### src/include/ppm_consts.svh
// Constants of the panel power-management block: offsets, fields,
// reset values and timing counts.
// Assumes a 250 MHz core clock and an 8-bit register port.
`ifndef PPM_CONSTS_SVH
`define PPM_CONSTS_SVH

// ----------------------------------------------------------------
// Register port widths and offsets
// ----------------------------------------------------------------
`define PPM_ADDR_W        8
`define PPM_DATA_W        8
`define PPM_OFS_CTRL      8'h20
`define PPM_OFS_DEBOUNCE  8'h21
`define PPM_OFS_POLARITY  8'h08
`define PPM_OFS_TIMEOUT   8'h22
`define PPM_OFS_STATUS    8'h23

// ----------------------------------------------------------------
// Field positions
// ----------------------------------------------------------------
`define PPM_CTRL_STB_DIR  7
`define PPM_CTRL_PANEL_EN 6
`define PPM_CTRL_MON_EN   5
`define PPM_CTRL_ACT_EN   0
`define PPM_POL_SUSPEND   3

// ----------------------------------------------------------------
// Reset values
// ----------------------------------------------------------------
`define PPM_RST_CTRL      8'h00
`define PPM_RST_DEBOUNCE  8'h00
`define PPM_RST_POLARITY  8'h00
`define PPM_RST_TIMEOUT   8'h00

// ----------------------------------------------------------------
// Timing
// ----------------------------------------------------------------
`define PPM_CLK_MHZ       250
`define PPM_TICK_TIME_US  1000
`define PPM_TICK_CYCLES   (`PPM_TICK_TIME_US * `PPM_CLK_MHZ)
`define PPM_PRESC_W       18
`define PPM_STEP_TICKS    4

`endif

### src/include/ppm_pkg.sv
// Types of the panel power-management block.
// Assumes ppm_consts.svh for the widths.
`include "ppm_consts.svh"

package ppm_pkg;

  // Register port request
  typedef struct packed {
    logic [`PPM_ADDR_W-1:0] addr;
    logic [`PPM_DATA_W-1:0] wdata;
    logic                   wr;
    logic                   rd;
  } ppm_bus_req_t;

  // Panel power switch enables
  typedef struct packed {
    logic panel_backlight_en;
    logic panel_bias_power_en;
    logic panel_logic_power_en;
  } ppm_panel_pwr_t;

  // Sequencer steps, panel fully off to fully on
  typedef enum logic [1:0] {
    PPM_SEQ_OFF,
    PPM_SEQ_LOGIC,
    PPM_SEQ_BIAS,
    PPM_SEQ_FULL
  } ppm_seq_st_t;

  typedef struct packed {
    ppm_seq_st_t            st;
    logic [3:0]             cnt;
    ppm_panel_pwr_t         pwr;
  } ppm_seq_state_t;

endpackage

### src/rtl/ppm_ctrl.sv
// Panel power-management control: register port, input sensing,
// idle timer, suspend debounce, standby pin and panel sequencing.
// Assumes all pins are sampled on sys_clk; pad pulls sit outside.
//
// What this block does
// - Unmasked activity rising edge restarts the power-down timers.
// - Drive backlight, logic and bias enables through sequencing.
// - Shutdown falling edge clears panel and monitor enable bits.
// - That clear starts panel power-down and halts memory refresh.
// - Shutdown rising edge restores nothing; software rewrites bits.
// - Shutdown input idles high, so a floating pin causes no shutdown.
// - AC power present freezes timers; they cannot start power-down.
// - AC power removed lets timers continue from the frozen count.
// - AC power input idles low, so timers run when unconnected.
// - Control bit seven sets standby pin direction: 1 is output.
// - As input, a high standby pin starts power-down to standby.
// - As output, standby pin is high exactly while in standby.
// - Suspend input is polarity set, debounced, then powers panel off.
//
// Our own choices: the register addresses and the strobed register port.
`timescale 1ns/1ps
`include "ppm_consts.svh"

module ppm_ctrl #(
  parameter int TICK_CYCLES = `PPM_TICK_CYCLES,
  parameter int STEP_TICKS  = `PPM_STEP_TICKS
) (
  input  wire logic                    sys_clk,
  input  wire logic                    rst_n,
  input  ppm_pkg::ppm_bus_req_t        bus_req,
  output logic [`PPM_DATA_W-1:0]       bus_rdata,
  input  wire logic                    activity_sense_in,
  input  wire logic                    panel_shutdown_n,
  input  wire logic                    ac_power_present,
  input  wire logic                    suspend_in,
  input  wire logic                    standby_pin_in,
  output logic                         standby_pin_out,
  output logic                         standby_pin_oe,
  output ppm_pkg::ppm_panel_pwr_t      panel_pwr,
  output logic                         monitor_en,
  output logic                         refresh_halt,
  output logic                         standby_mode,
  output logic                         suspend_mode
);

  // ----------------------------------------------------------------
  // State record
  // ----------------------------------------------------------------
  typedef struct packed {
    logic                      act_s1;
    logic                      act_s2;
    logic                      act_prev;
    logic                      shd_s1;
    logic                      shd_s2;
    logic                      shd_prev;
    logic                      ac_s1;
    logic                      ac_s2;
    logic                      stb_s1;
    logic                      stb_s2;
    logic                      sus_s1;
    logic                      sus_s2;
    logic [`PPM_DATA_W-1:0]    ctrl;
    logic [`PPM_DATA_W-1:0]    debounce;
    logic [`PPM_DATA_W-1:0]    polarity;
    logic [`PPM_DATA_W-1:0]    timeout;
    logic [`PPM_PRESC_W-1:0]   presc;
    logic                      tick;
    logic [`PPM_DATA_W-1:0]    idle;
    logic                      expired;
    logic [3:0]                sus_cnt;
    logic                      sus_state;
    logic                      refresh_halt;
    logic                      standby;
    logic                      stb_out;
    logic                      stb_oe;
    logic [`PPM_DATA_W-1:0]    rdata;
  } ppm_ctrl_state_t;

  ppm_ctrl_state_t s_r;
  ppm_ctrl_state_t s_nxt;

  // Combinational helpers
  logic act_rise;
  logic shd_fall;
  logic sus_raw;
  logic stb_req;
  logic panel_on_req;

  // ----------------------------------------------------------------
  // Helper functions
  // ----------------------------------------------------------------
  // Address match, used by both the write and the read decoders
  function automatic logic hit(
    input logic [`PPM_ADDR_W-1:0] a,
    input logic [`PPM_ADDR_W-1:0] ofs
  );
    return a == ofs;
  endfunction

  // Saturating-free increment of an 8-bit count
  function automatic logic [`PPM_DATA_W-1:0] inc8(
    input logic [`PPM_DATA_W-1:0] v
  );
    return v + `PPM_DATA_W'(1);
  endfunction

  // ----------------------------------------------------------------
  // Edge and level detection on the synchronised copies
  // ----------------------------------------------------------------
  // Only the second stage is looked at; the first may be metastable
  assign act_rise = s_r.act_s2 & ~s_r.act_prev;
  assign shd_fall = ~s_r.shd_s2 & s_r.shd_prev;
  // Polarity bit set means the suspend pin is active low
  assign sus_raw  = s_r.sus_s2 ^ s_r.polarity[`PPM_POL_SUSPEND];
  // Standby pin acts as a request only while it is an input
  assign stb_req  = ~s_r.ctrl[`PPM_CTRL_STB_DIR] & s_r.stb_s2;
  // Panel is wanted while enabled and in neither low-power mode
  assign panel_on_req = s_r.ctrl[`PPM_CTRL_PANEL_EN]
                      & ~s_r.standby
                      & ~s_r.sus_state;

  // ----------------------------------------------------------------
  // Next-state logic
  // ----------------------------------------------------------------
  always_comb
  begin
    s_nxt = s_r;

    // Two-stage synchronisers and edge history
    s_nxt.act_s1   = activity_sense_in;
    s_nxt.act_s2   = s_r.act_s1;
    s_nxt.act_prev = s_r.act_s2;
    s_nxt.shd_s1   = panel_shutdown_n;
    s_nxt.shd_s2   = s_r.shd_s1;
    s_nxt.shd_prev = s_r.shd_s2;
    s_nxt.ac_s1    = ac_power_present;
    s_nxt.ac_s2    = s_r.ac_s1;
    s_nxt.stb_s1   = standby_pin_in;
    s_nxt.stb_s2   = s_r.stb_s1;
    s_nxt.sus_s1   = suspend_in;
    s_nxt.sus_s2   = s_r.sus_s1;

    // Millisecond prescaler shared by timers, debounce and sequencer
    if (s_r.presc == `PPM_PRESC_W'(TICK_CYCLES - 1))
    begin
      s_nxt.presc = '0;
      s_nxt.tick  = 1'b1;
    end
    else
    begin
      s_nxt.presc = s_r.presc + `PPM_PRESC_W'(1);
      s_nxt.tick  = 1'b0;
    end

    // Register writes
    if (bus_req.wr)
    begin
      if (hit(bus_req.addr, `PPM_OFS_CTRL))
      begin
        s_nxt.ctrl = bus_req.wdata;
        // Turning an enable back on is how software resumes refresh
        if (bus_req.wdata[`PPM_CTRL_PANEL_EN]
            || bus_req.wdata[`PPM_CTRL_MON_EN])
          s_nxt.refresh_halt = 1'b0;
      end
      else if (hit(bus_req.addr, `PPM_OFS_DEBOUNCE))
        s_nxt.debounce = bus_req.wdata;
      else if (hit(bus_req.addr, `PPM_OFS_POLARITY))
        s_nxt.polarity = bus_req.wdata;
      else if (hit(bus_req.addr, `PPM_OFS_TIMEOUT))
      begin
        s_nxt.timeout = bus_req.wdata;
        s_nxt.idle    = '0;
        s_nxt.expired = 1'b0;
      end
    end

    // Shutdown edge beats a same-cycle write: safety over software.
    // A rising edge has no branch here, so the bits stay cleared.
    if (shd_fall)
    begin
      s_nxt.ctrl[`PPM_CTRL_PANEL_EN] = 1'b0;
      s_nxt.ctrl[`PPM_CTRL_MON_EN]   = 1'b0;
      s_nxt.refresh_halt             = 1'b1;
    end

    // Idle timer: activity restart first, then AC freeze, then count
    if (act_rise && s_r.ctrl[`PPM_CTRL_ACT_EN])
    begin
      s_nxt.idle    = '0;
      s_nxt.expired = 1'b0;
    end
    else if (s_r.ac_s2)
    begin
      // Count and expiry held; on release counting picks up here
      s_nxt.idle    = s_r.idle;
      s_nxt.expired = s_r.expired;
    end
    else if (s_r.timeout == '0)
    begin
      // Zero timeout turns the timer off
      s_nxt.idle    = '0;
      s_nxt.expired = 1'b0;
    end
    else if (s_r.tick && !s_r.expired)
    begin
      s_nxt.idle = inc8(s_r.idle);
      if (inc8(s_r.idle) >= s_r.timeout)
        s_nxt.expired = 1'b1;
    end

    // Suspend debounce: the new level must hold for the set ticks
    if (sus_raw == s_r.sus_state)
      s_nxt.sus_cnt = 4'h0;
    else if (s_r.sus_cnt >= s_r.debounce[3:0])
    begin
      s_nxt.sus_state = sus_raw;
      s_nxt.sus_cnt   = 4'h0;
    end
    else if (s_r.tick)
      s_nxt.sus_cnt = s_r.sus_cnt + 4'h1;

    // Standby mode from the idle timer or from the pin request;
    // an AC-frozen timer keeps whatever it had already decided
    s_nxt.standby = s_r.expired | stb_req;

    // Standby pin driver: enable from direction, level from mode
    s_nxt.stb_oe  = s_nxt.ctrl[`PPM_CTRL_STB_DIR];
    s_nxt.stb_out = s_nxt.ctrl[`PPM_CTRL_STB_DIR]
                  & s_nxt.standby;

    // Read data stands only in the cycle after the strobe
    s_nxt.rdata = '0;
    if (bus_req.rd)
    begin
      if (hit(bus_req.addr, `PPM_OFS_CTRL))
        s_nxt.rdata = s_r.ctrl;
      else if (hit(bus_req.addr, `PPM_OFS_DEBOUNCE))
        s_nxt.rdata = {4'h0, s_r.debounce[3:0]};
      else if (hit(bus_req.addr, `PPM_OFS_POLARITY))
        s_nxt.rdata = s_r.polarity;
      else if (hit(bus_req.addr, `PPM_OFS_TIMEOUT))
        s_nxt.rdata = s_r.timeout;
      else if (hit(bus_req.addr, `PPM_OFS_STATUS))
        s_nxt.rdata = {2'h0,
                       s_r.shd_s2,
                       s_r.ac_s2,
                       s_r.expired,
                       s_r.refresh_halt,
                       s_r.sus_state,
                       s_r.standby};
      else
        s_nxt.rdata = '0;
    end
  end

  // ----------------------------------------------------------------
  // State register
  // ----------------------------------------------------------------
  // Shutdown copies reset high and AC copies low, matching the pad
  // pulls, so an open pin gives neither a false edge nor a freeze
  always_ff @(posedge sys_clk)
  begin
    if (!rst_n)
    begin
      s_r          <= '0;
      s_r.shd_s1   <= 1'b1;
      s_r.shd_s2   <= 1'b1;
      s_r.shd_prev <= 1'b1;
      s_r.ac_s1    <= 1'b0;
      s_r.ac_s2    <= 1'b0;
      s_r.ctrl     <= `PPM_RST_CTRL;
      s_r.debounce <= `PPM_RST_DEBOUNCE;
      s_r.polarity <= `PPM_RST_POLARITY;
      s_r.timeout  <= `PPM_RST_TIMEOUT;
    end
    else
      s_r <= s_nxt;
  end

  // ----------------------------------------------------------------
  // Panel power sequencer
  // ----------------------------------------------------------------
  ppm_seq #(
    .STEP_TICKS   (STEP_TICKS)
  ) u_seq (
    .sys_clk      (sys_clk),
    .rst_n        (rst_n),
    .step_tick    (s_r.tick),
    .power_on_req (panel_on_req),
    .panel_pwr    (panel_pwr)
  );

  // ----------------------------------------------------------------
  // Outputs, each straight from a flop
  // ----------------------------------------------------------------
  assign bus_rdata       = s_r.rdata;
  assign standby_pin_out = s_r.stb_out;
  assign standby_pin_oe  = s_r.stb_oe;
  assign monitor_en      = s_r.ctrl[`PPM_CTRL_MON_EN];
  assign refresh_halt    = s_r.refresh_halt;
  assign standby_mode    = s_r.standby;
  assign suspend_mode    = s_r.sus_state;

endmodule

### src/rtl/ppm_seq.sv
// Panel power sequencer: walks the three enables one step at a time.
// Assumes a one-cycle step tick from the owner of the prescaler.
`timescale 1ns/1ps
`include "ppm_consts.svh"

module ppm_seq #(
  parameter int STEP_TICKS = `PPM_STEP_TICKS
) (
  input  wire logic                    sys_clk,
  input  wire logic                    rst_n,
  input  wire logic                    step_tick,
  input  wire logic                    power_on_req,
  output ppm_pkg::ppm_panel_pwr_t      panel_pwr
);

  ppm_pkg::ppm_seq_state_t s_r;
  ppm_pkg::ppm_seq_state_t s_nxt;

  // ----------------------------------------------------------------
  // Step machine
  // ----------------------------------------------------------------
  // Backlight drops first and comes up last, so the panel never
  // shows an unpowered image
  always_comb
  begin
    s_nxt = s_r;
    if (step_tick)
    begin
      if (s_r.cnt != 4'(STEP_TICKS - 1))
        s_nxt.cnt = s_r.cnt + 4'h1;
      else
      begin
        s_nxt.cnt = 4'h0;
        case (s_r.st)
          ppm_pkg::PPM_SEQ_OFF:
            if (power_on_req) s_nxt.st = ppm_pkg::PPM_SEQ_LOGIC;
          ppm_pkg::PPM_SEQ_LOGIC:
            s_nxt.st = power_on_req ? ppm_pkg::PPM_SEQ_BIAS
                                    : ppm_pkg::PPM_SEQ_OFF;
          ppm_pkg::PPM_SEQ_BIAS:
            s_nxt.st = power_on_req ? ppm_pkg::PPM_SEQ_FULL
                                    : ppm_pkg::PPM_SEQ_LOGIC;
          default:
            if (!power_on_req) s_nxt.st = ppm_pkg::PPM_SEQ_BIAS;
        endcase
      end
    end
    // Enables follow the step taken, so they leave a flop directly
    s_nxt.pwr.panel_logic_power_en = (s_nxt.st != ppm_pkg::PPM_SEQ_OFF);
    s_nxt.pwr.panel_bias_power_en  = (s_nxt.st == ppm_pkg::PPM_SEQ_BIAS)
                                   || (s_nxt.st == ppm_pkg::PPM_SEQ_FULL);
    s_nxt.pwr.panel_backlight_en   = (s_nxt.st == ppm_pkg::PPM_SEQ_FULL);
  end

  // State register
  always_ff @(posedge sys_clk)
  begin
    if (!rst_n)
      s_r <= '{st: ppm_pkg::PPM_SEQ_OFF, cnt: 4'h0, pwr: 3'h0};
    else
      s_r <= s_nxt;
  end

  assign panel_pwr = s_r.pwr;

endmodule

### config.mk
export PLATFORM = sky130hd
export DESIGN_NAME = ppm_ctrl
export DESIGN_NICKNAME = d
export VERILOG_FILES = /design/src/include/ppm_pkg.sv /design/src/rtl/ppm_ctrl.sv /design/src/rtl/ppm_seq.sv
export VERILOG_INCLUDE_DIRS = /design/src /design/src/include
export SDC_FILE = /design/constraint.sdc
export NUM_CORES = 1
export LEC_CHECK = 0
export BUFFER_PORTS_ARGS = -buffer_cell sky130_fd_sc_hd__buf_2
export CAP_MARGIN = 20
export CELL_PAD_IN_SITES_DETAIL_PLACEMENT = 0
export CELL_PAD_IN_SITES_GLOBAL_PLACEMENT = 2
export CORE_MARGIN = 3
export CORE_UTILIZATION = 35
export DETAILED_ROUTE_END_ITERATION = 7
export GPL_ROUTABILITY_DRIVEN = 0
export PLACE_DENSITY_LB_ADDON = 0.2
export SYNTH_ARGS = -nofsm -noshare
export SYNTH_HDL_FRONTEND = slang
export SYNTH_SLANG_ARGS = --single-unit
### constraint.sdc
create_clock -name sys_clk -period 2.7 [get_ports sys_clk]
set_input_delay 0.405 -clock sys_clk [delete_from_list [all_inputs] [get_ports sys_clk]]
set_output_delay 0.405 -clock sys_clk [all_outputs]
set_load 0.03 [all_outputs]
==> impl_results.md <==
* Outcome: complete, no violations
* Vias in the first global route at between 3000 and 4000
* Area growth syn-to-layout at 13.9%
* Clk buf depth at 2
* Row cnt at 39
* CTS sink cnt at 93
* Port-buffer cells at 41
* Later-pin clock latency in the skew report at 0.34 ns
* FMAX at about 0.45 GHz
* Routed wire length at slightly below 10 mm
* Overall overflow remaining after global route at 0
* Share of cells above drive strength 1 at 0.140
* CP arrival at 2.43 ns
* Mapped Nets at 522
* Startpoint Class: flop
* Vias/cell at 4.98
* Max_slew headroom at 0.564
* HPWL after DPL at 7.08 mm
* P_leak at 1.88 nW
* Starting Density at 0.365
* Post-CTS Setup Bufs at 0
* Util after Layout at 0.416
* Setup_tns at 0 ns
* Crit path max fanout at 6
* N_diodes at 0
* Final hold vios at 0
* Simple-Gate Fraction of Synth Area at 0.233
* DR iter-0 viols at 130
* Worst Setup End Kind: flop
* Multiplexer area fraction after synthesis at 0.0709
* Synth Area in Compound Gates at 0.0938
* Total GRT Usage at 0.149
* Tcrit/Tclk final at 0.819
* Residual DRC at 0
* First-pass GRT wire length at 15.4 mm
* # hold bufs at CTS at 0
* Area taken by multi-input logic gates at 2140 sq um
* Largest family of logic cells by synthesized area: simple AND/OR/NAND/NOR gates
* Worst hold path type: input pin to flop
* Wirelength per Cell at 14.5 microns
* Register area at about 1900 sq um
* Fin Clk Skew at approximately 0.004 ns
* Peak supply drop at 0.384 mV
* CTS Buf Count at 9
* Clk slew on worst S/H paths at roughly 0.07 ns
* Final Power at ~2.8 mW
* Final worst slack at 0.490 ns
* Detail Route Antenna Nets at 0
* Post-synthesis cell area at 4260 sq um
* Max Slew Vio Count at 0
* Synth Area in XOR/XNOR at 0.0597
* Setup CP Type: flop to flop
* Yosys cell types at 51
* CTS resizes at 0
* Final net count at between 500 and 600
* Actual slew at the worst max-slew pin at between 0.6 and 0.7 ns
* Chip Width at between 100 and 150 microns
* Worst Path Required at 2.92 ns
* CTS tree: done
* Post-synth EDFFs at 0
* Synth Instances at 481
* YS warnings at 0
* Die area at 13500 sq um
* Setup slack, reg-to-reg at between 0.4 and 0.5 ns
* Sequential share of the synthesized area at 0.438
* Final setup viols at 0
* Syn avg cell area at 8.85 sq um
* DRT Pass-1 Iters at 4
* PwrDens at slightly below 600 nW/um^2
* Unrepaired setup endpoints after global routing: false
* Max_cap viols at 0
* H-tree depth at 3
* # IOs at between 40 and 50
* Ys flop type: dfxtp_1
* Vias at 3305
* Die Y at between 100 and 150 microns
* CTS root buf: clkbuf_16
* Pre-CTS setup slack at approximately 0.48 ns
* Final min period at between 2 and 2.5 ns
* Post-synth ARST share at 0
* Initial antenna violation count at 1
* Synth Area in Adders at 0.0470
* Core region area at 11700 sq um
* Fillcell total at approximately 1200
* Synth Register Bits at 93
* Largest net degree at the start of global routing at 31
## critical path, stage by stage, from the launching register on
cell and delay [ns]:
dfxtp_1 0.42, nand3_1 0.19, nor2_1 0.27, nand3_1 0.13
xor2_1 0.19, inv_1 0.06, ha_1 0.30, a41oi_1 0.18
o21ai_0 0.10, o21ai_0 0.16, a21oi_1 0.08
## per-stage QoR
stage | hold slack (ns) | std cells | instance area [sq um]
2_1_floorplan | 0.386 | 481 | 4260
5_1_grt | 0.243 | 663 | 4850
6_report | 0.245 | 663 | 4850
4_1_cts | 0.227 | 663 | 4850
3_5_place_dp | 0.395 | 647 | 4540
3_3_place_gp | 0.398 | 647 | 4540
## cell usage after synthesis, types with 3 or more instances
library cell | n | area [sq um]
mux2i_1 | 29 | 290
and2_1 | 12 | 75.1
or3_1 | 3 | 18.8
o21ai_0 | 14 | 70.1
or4_1 | 3 | 22.5
nand2b_1 | 6 | 37.5
a21oi_1 | 30 | 150
buf_4 | 13 | 97.6
nand3b_1 | 3 | 22.5
nand4_1 | 8 | 50.1
o22a_1 | 4 | 35.0
dfxtp_1 | 93 | 1860
xnor2_1 | 16 | 140
inv_1 | 20 | 75.1
clkbuf_1 | 10 | 37.5
xor2_1 | 13 | 114
buf_2 | 3 | 15.0
nor2_1 | 75 | 282
and3_1 | 4 | 25.0
nand2_1 | 34 | 128
nand3_1 | 20 | 100
ha_1 | 16 | 200
nor3_1 | 12 | 60.1
nor2b_1 | 5 | 31.3
a22oi_1 | 5 | 37.5
## sequential cells by signal, indices dropped and copies added (netlist names)
register / count
s_r: 64
bus_rdata: 8
s_nxt: 7
u_seq.s_r: 6
u_seq.panel_pwr: 3
monitor_en: 1
refresh_halt: 1
standby_mode: 1
standby_pin_out: 1
suspend_mode: 1
## layout by cell type (no fill, tap or decap), types with 6 or more instances in the layout
master      n
nand4_1     8
ha_1       16
nand2_1    34
and2_1     12
xnor2_1    16
nand3_1    20
mux2i_1    29
nor3_1     12
o21ai_0    14
buf_2      41
buf_4       9
nand2b_1    6
xor2_1     13
inv_1      20
clkbuf_16   9
a21oi_1    30
dfxtp_1    93
nor2_1     75
## area by class of cell
type,count,share of cell area
inverter,21,0.0163
tap,143,0.0369
clock inverter,6,0.0145
multi-input combinational,340,0.443
sequential,93,0.384
timing repair buffer,50,0.0563
clock buffer,10,0.0493
## cells by family after synthesis
kind of cell               after synthesis
DFF                                     93
and+or+nand+nor                        200
buffers and inverters                   48
adders and majority gates               16
muxes                                   30
AOI/OAI and AO/OA                       65
xor gates and xnor gates                29
## metal layers
| metal | GRT usage | up-vias | routed length [microns] |
|---|---|---|---|
| met5 | 0 | - | 0 |
| met2 | 0.237 | 51 | 4400 |
| met3 | 0.0497 | 7 | 383 |
| li1 | - | 1704 | - |
| met1 | 0.194 | 1543 | 4720 |
| met4 | 0.0394 | 0 | 101 |
## path summary, 6_finish.rpt
check / from / to / depth (start not counted)
setup / recovery: s_r[20] / s_r[17] / 10
hold reg to reg: s_nxt[84] / s_nxt[83] / 1
hold / removal: panel_shutdown_n / s_nxt[84] / 2
setup reg to reg: s_r[20] / s_r[17] / 10
## power breakdown
part | switching [mW] | total, mW | internal, mW
clock network | 0.552 | 1.30 | 0.749
registers | 0.0103 | 1.40 | 1.39
logic | 0.0701 | 0.109 | 0.0389
total | 0.632 | 2.81 | 2.17
No activity file was read; power rests on OpenSTA's default activity.
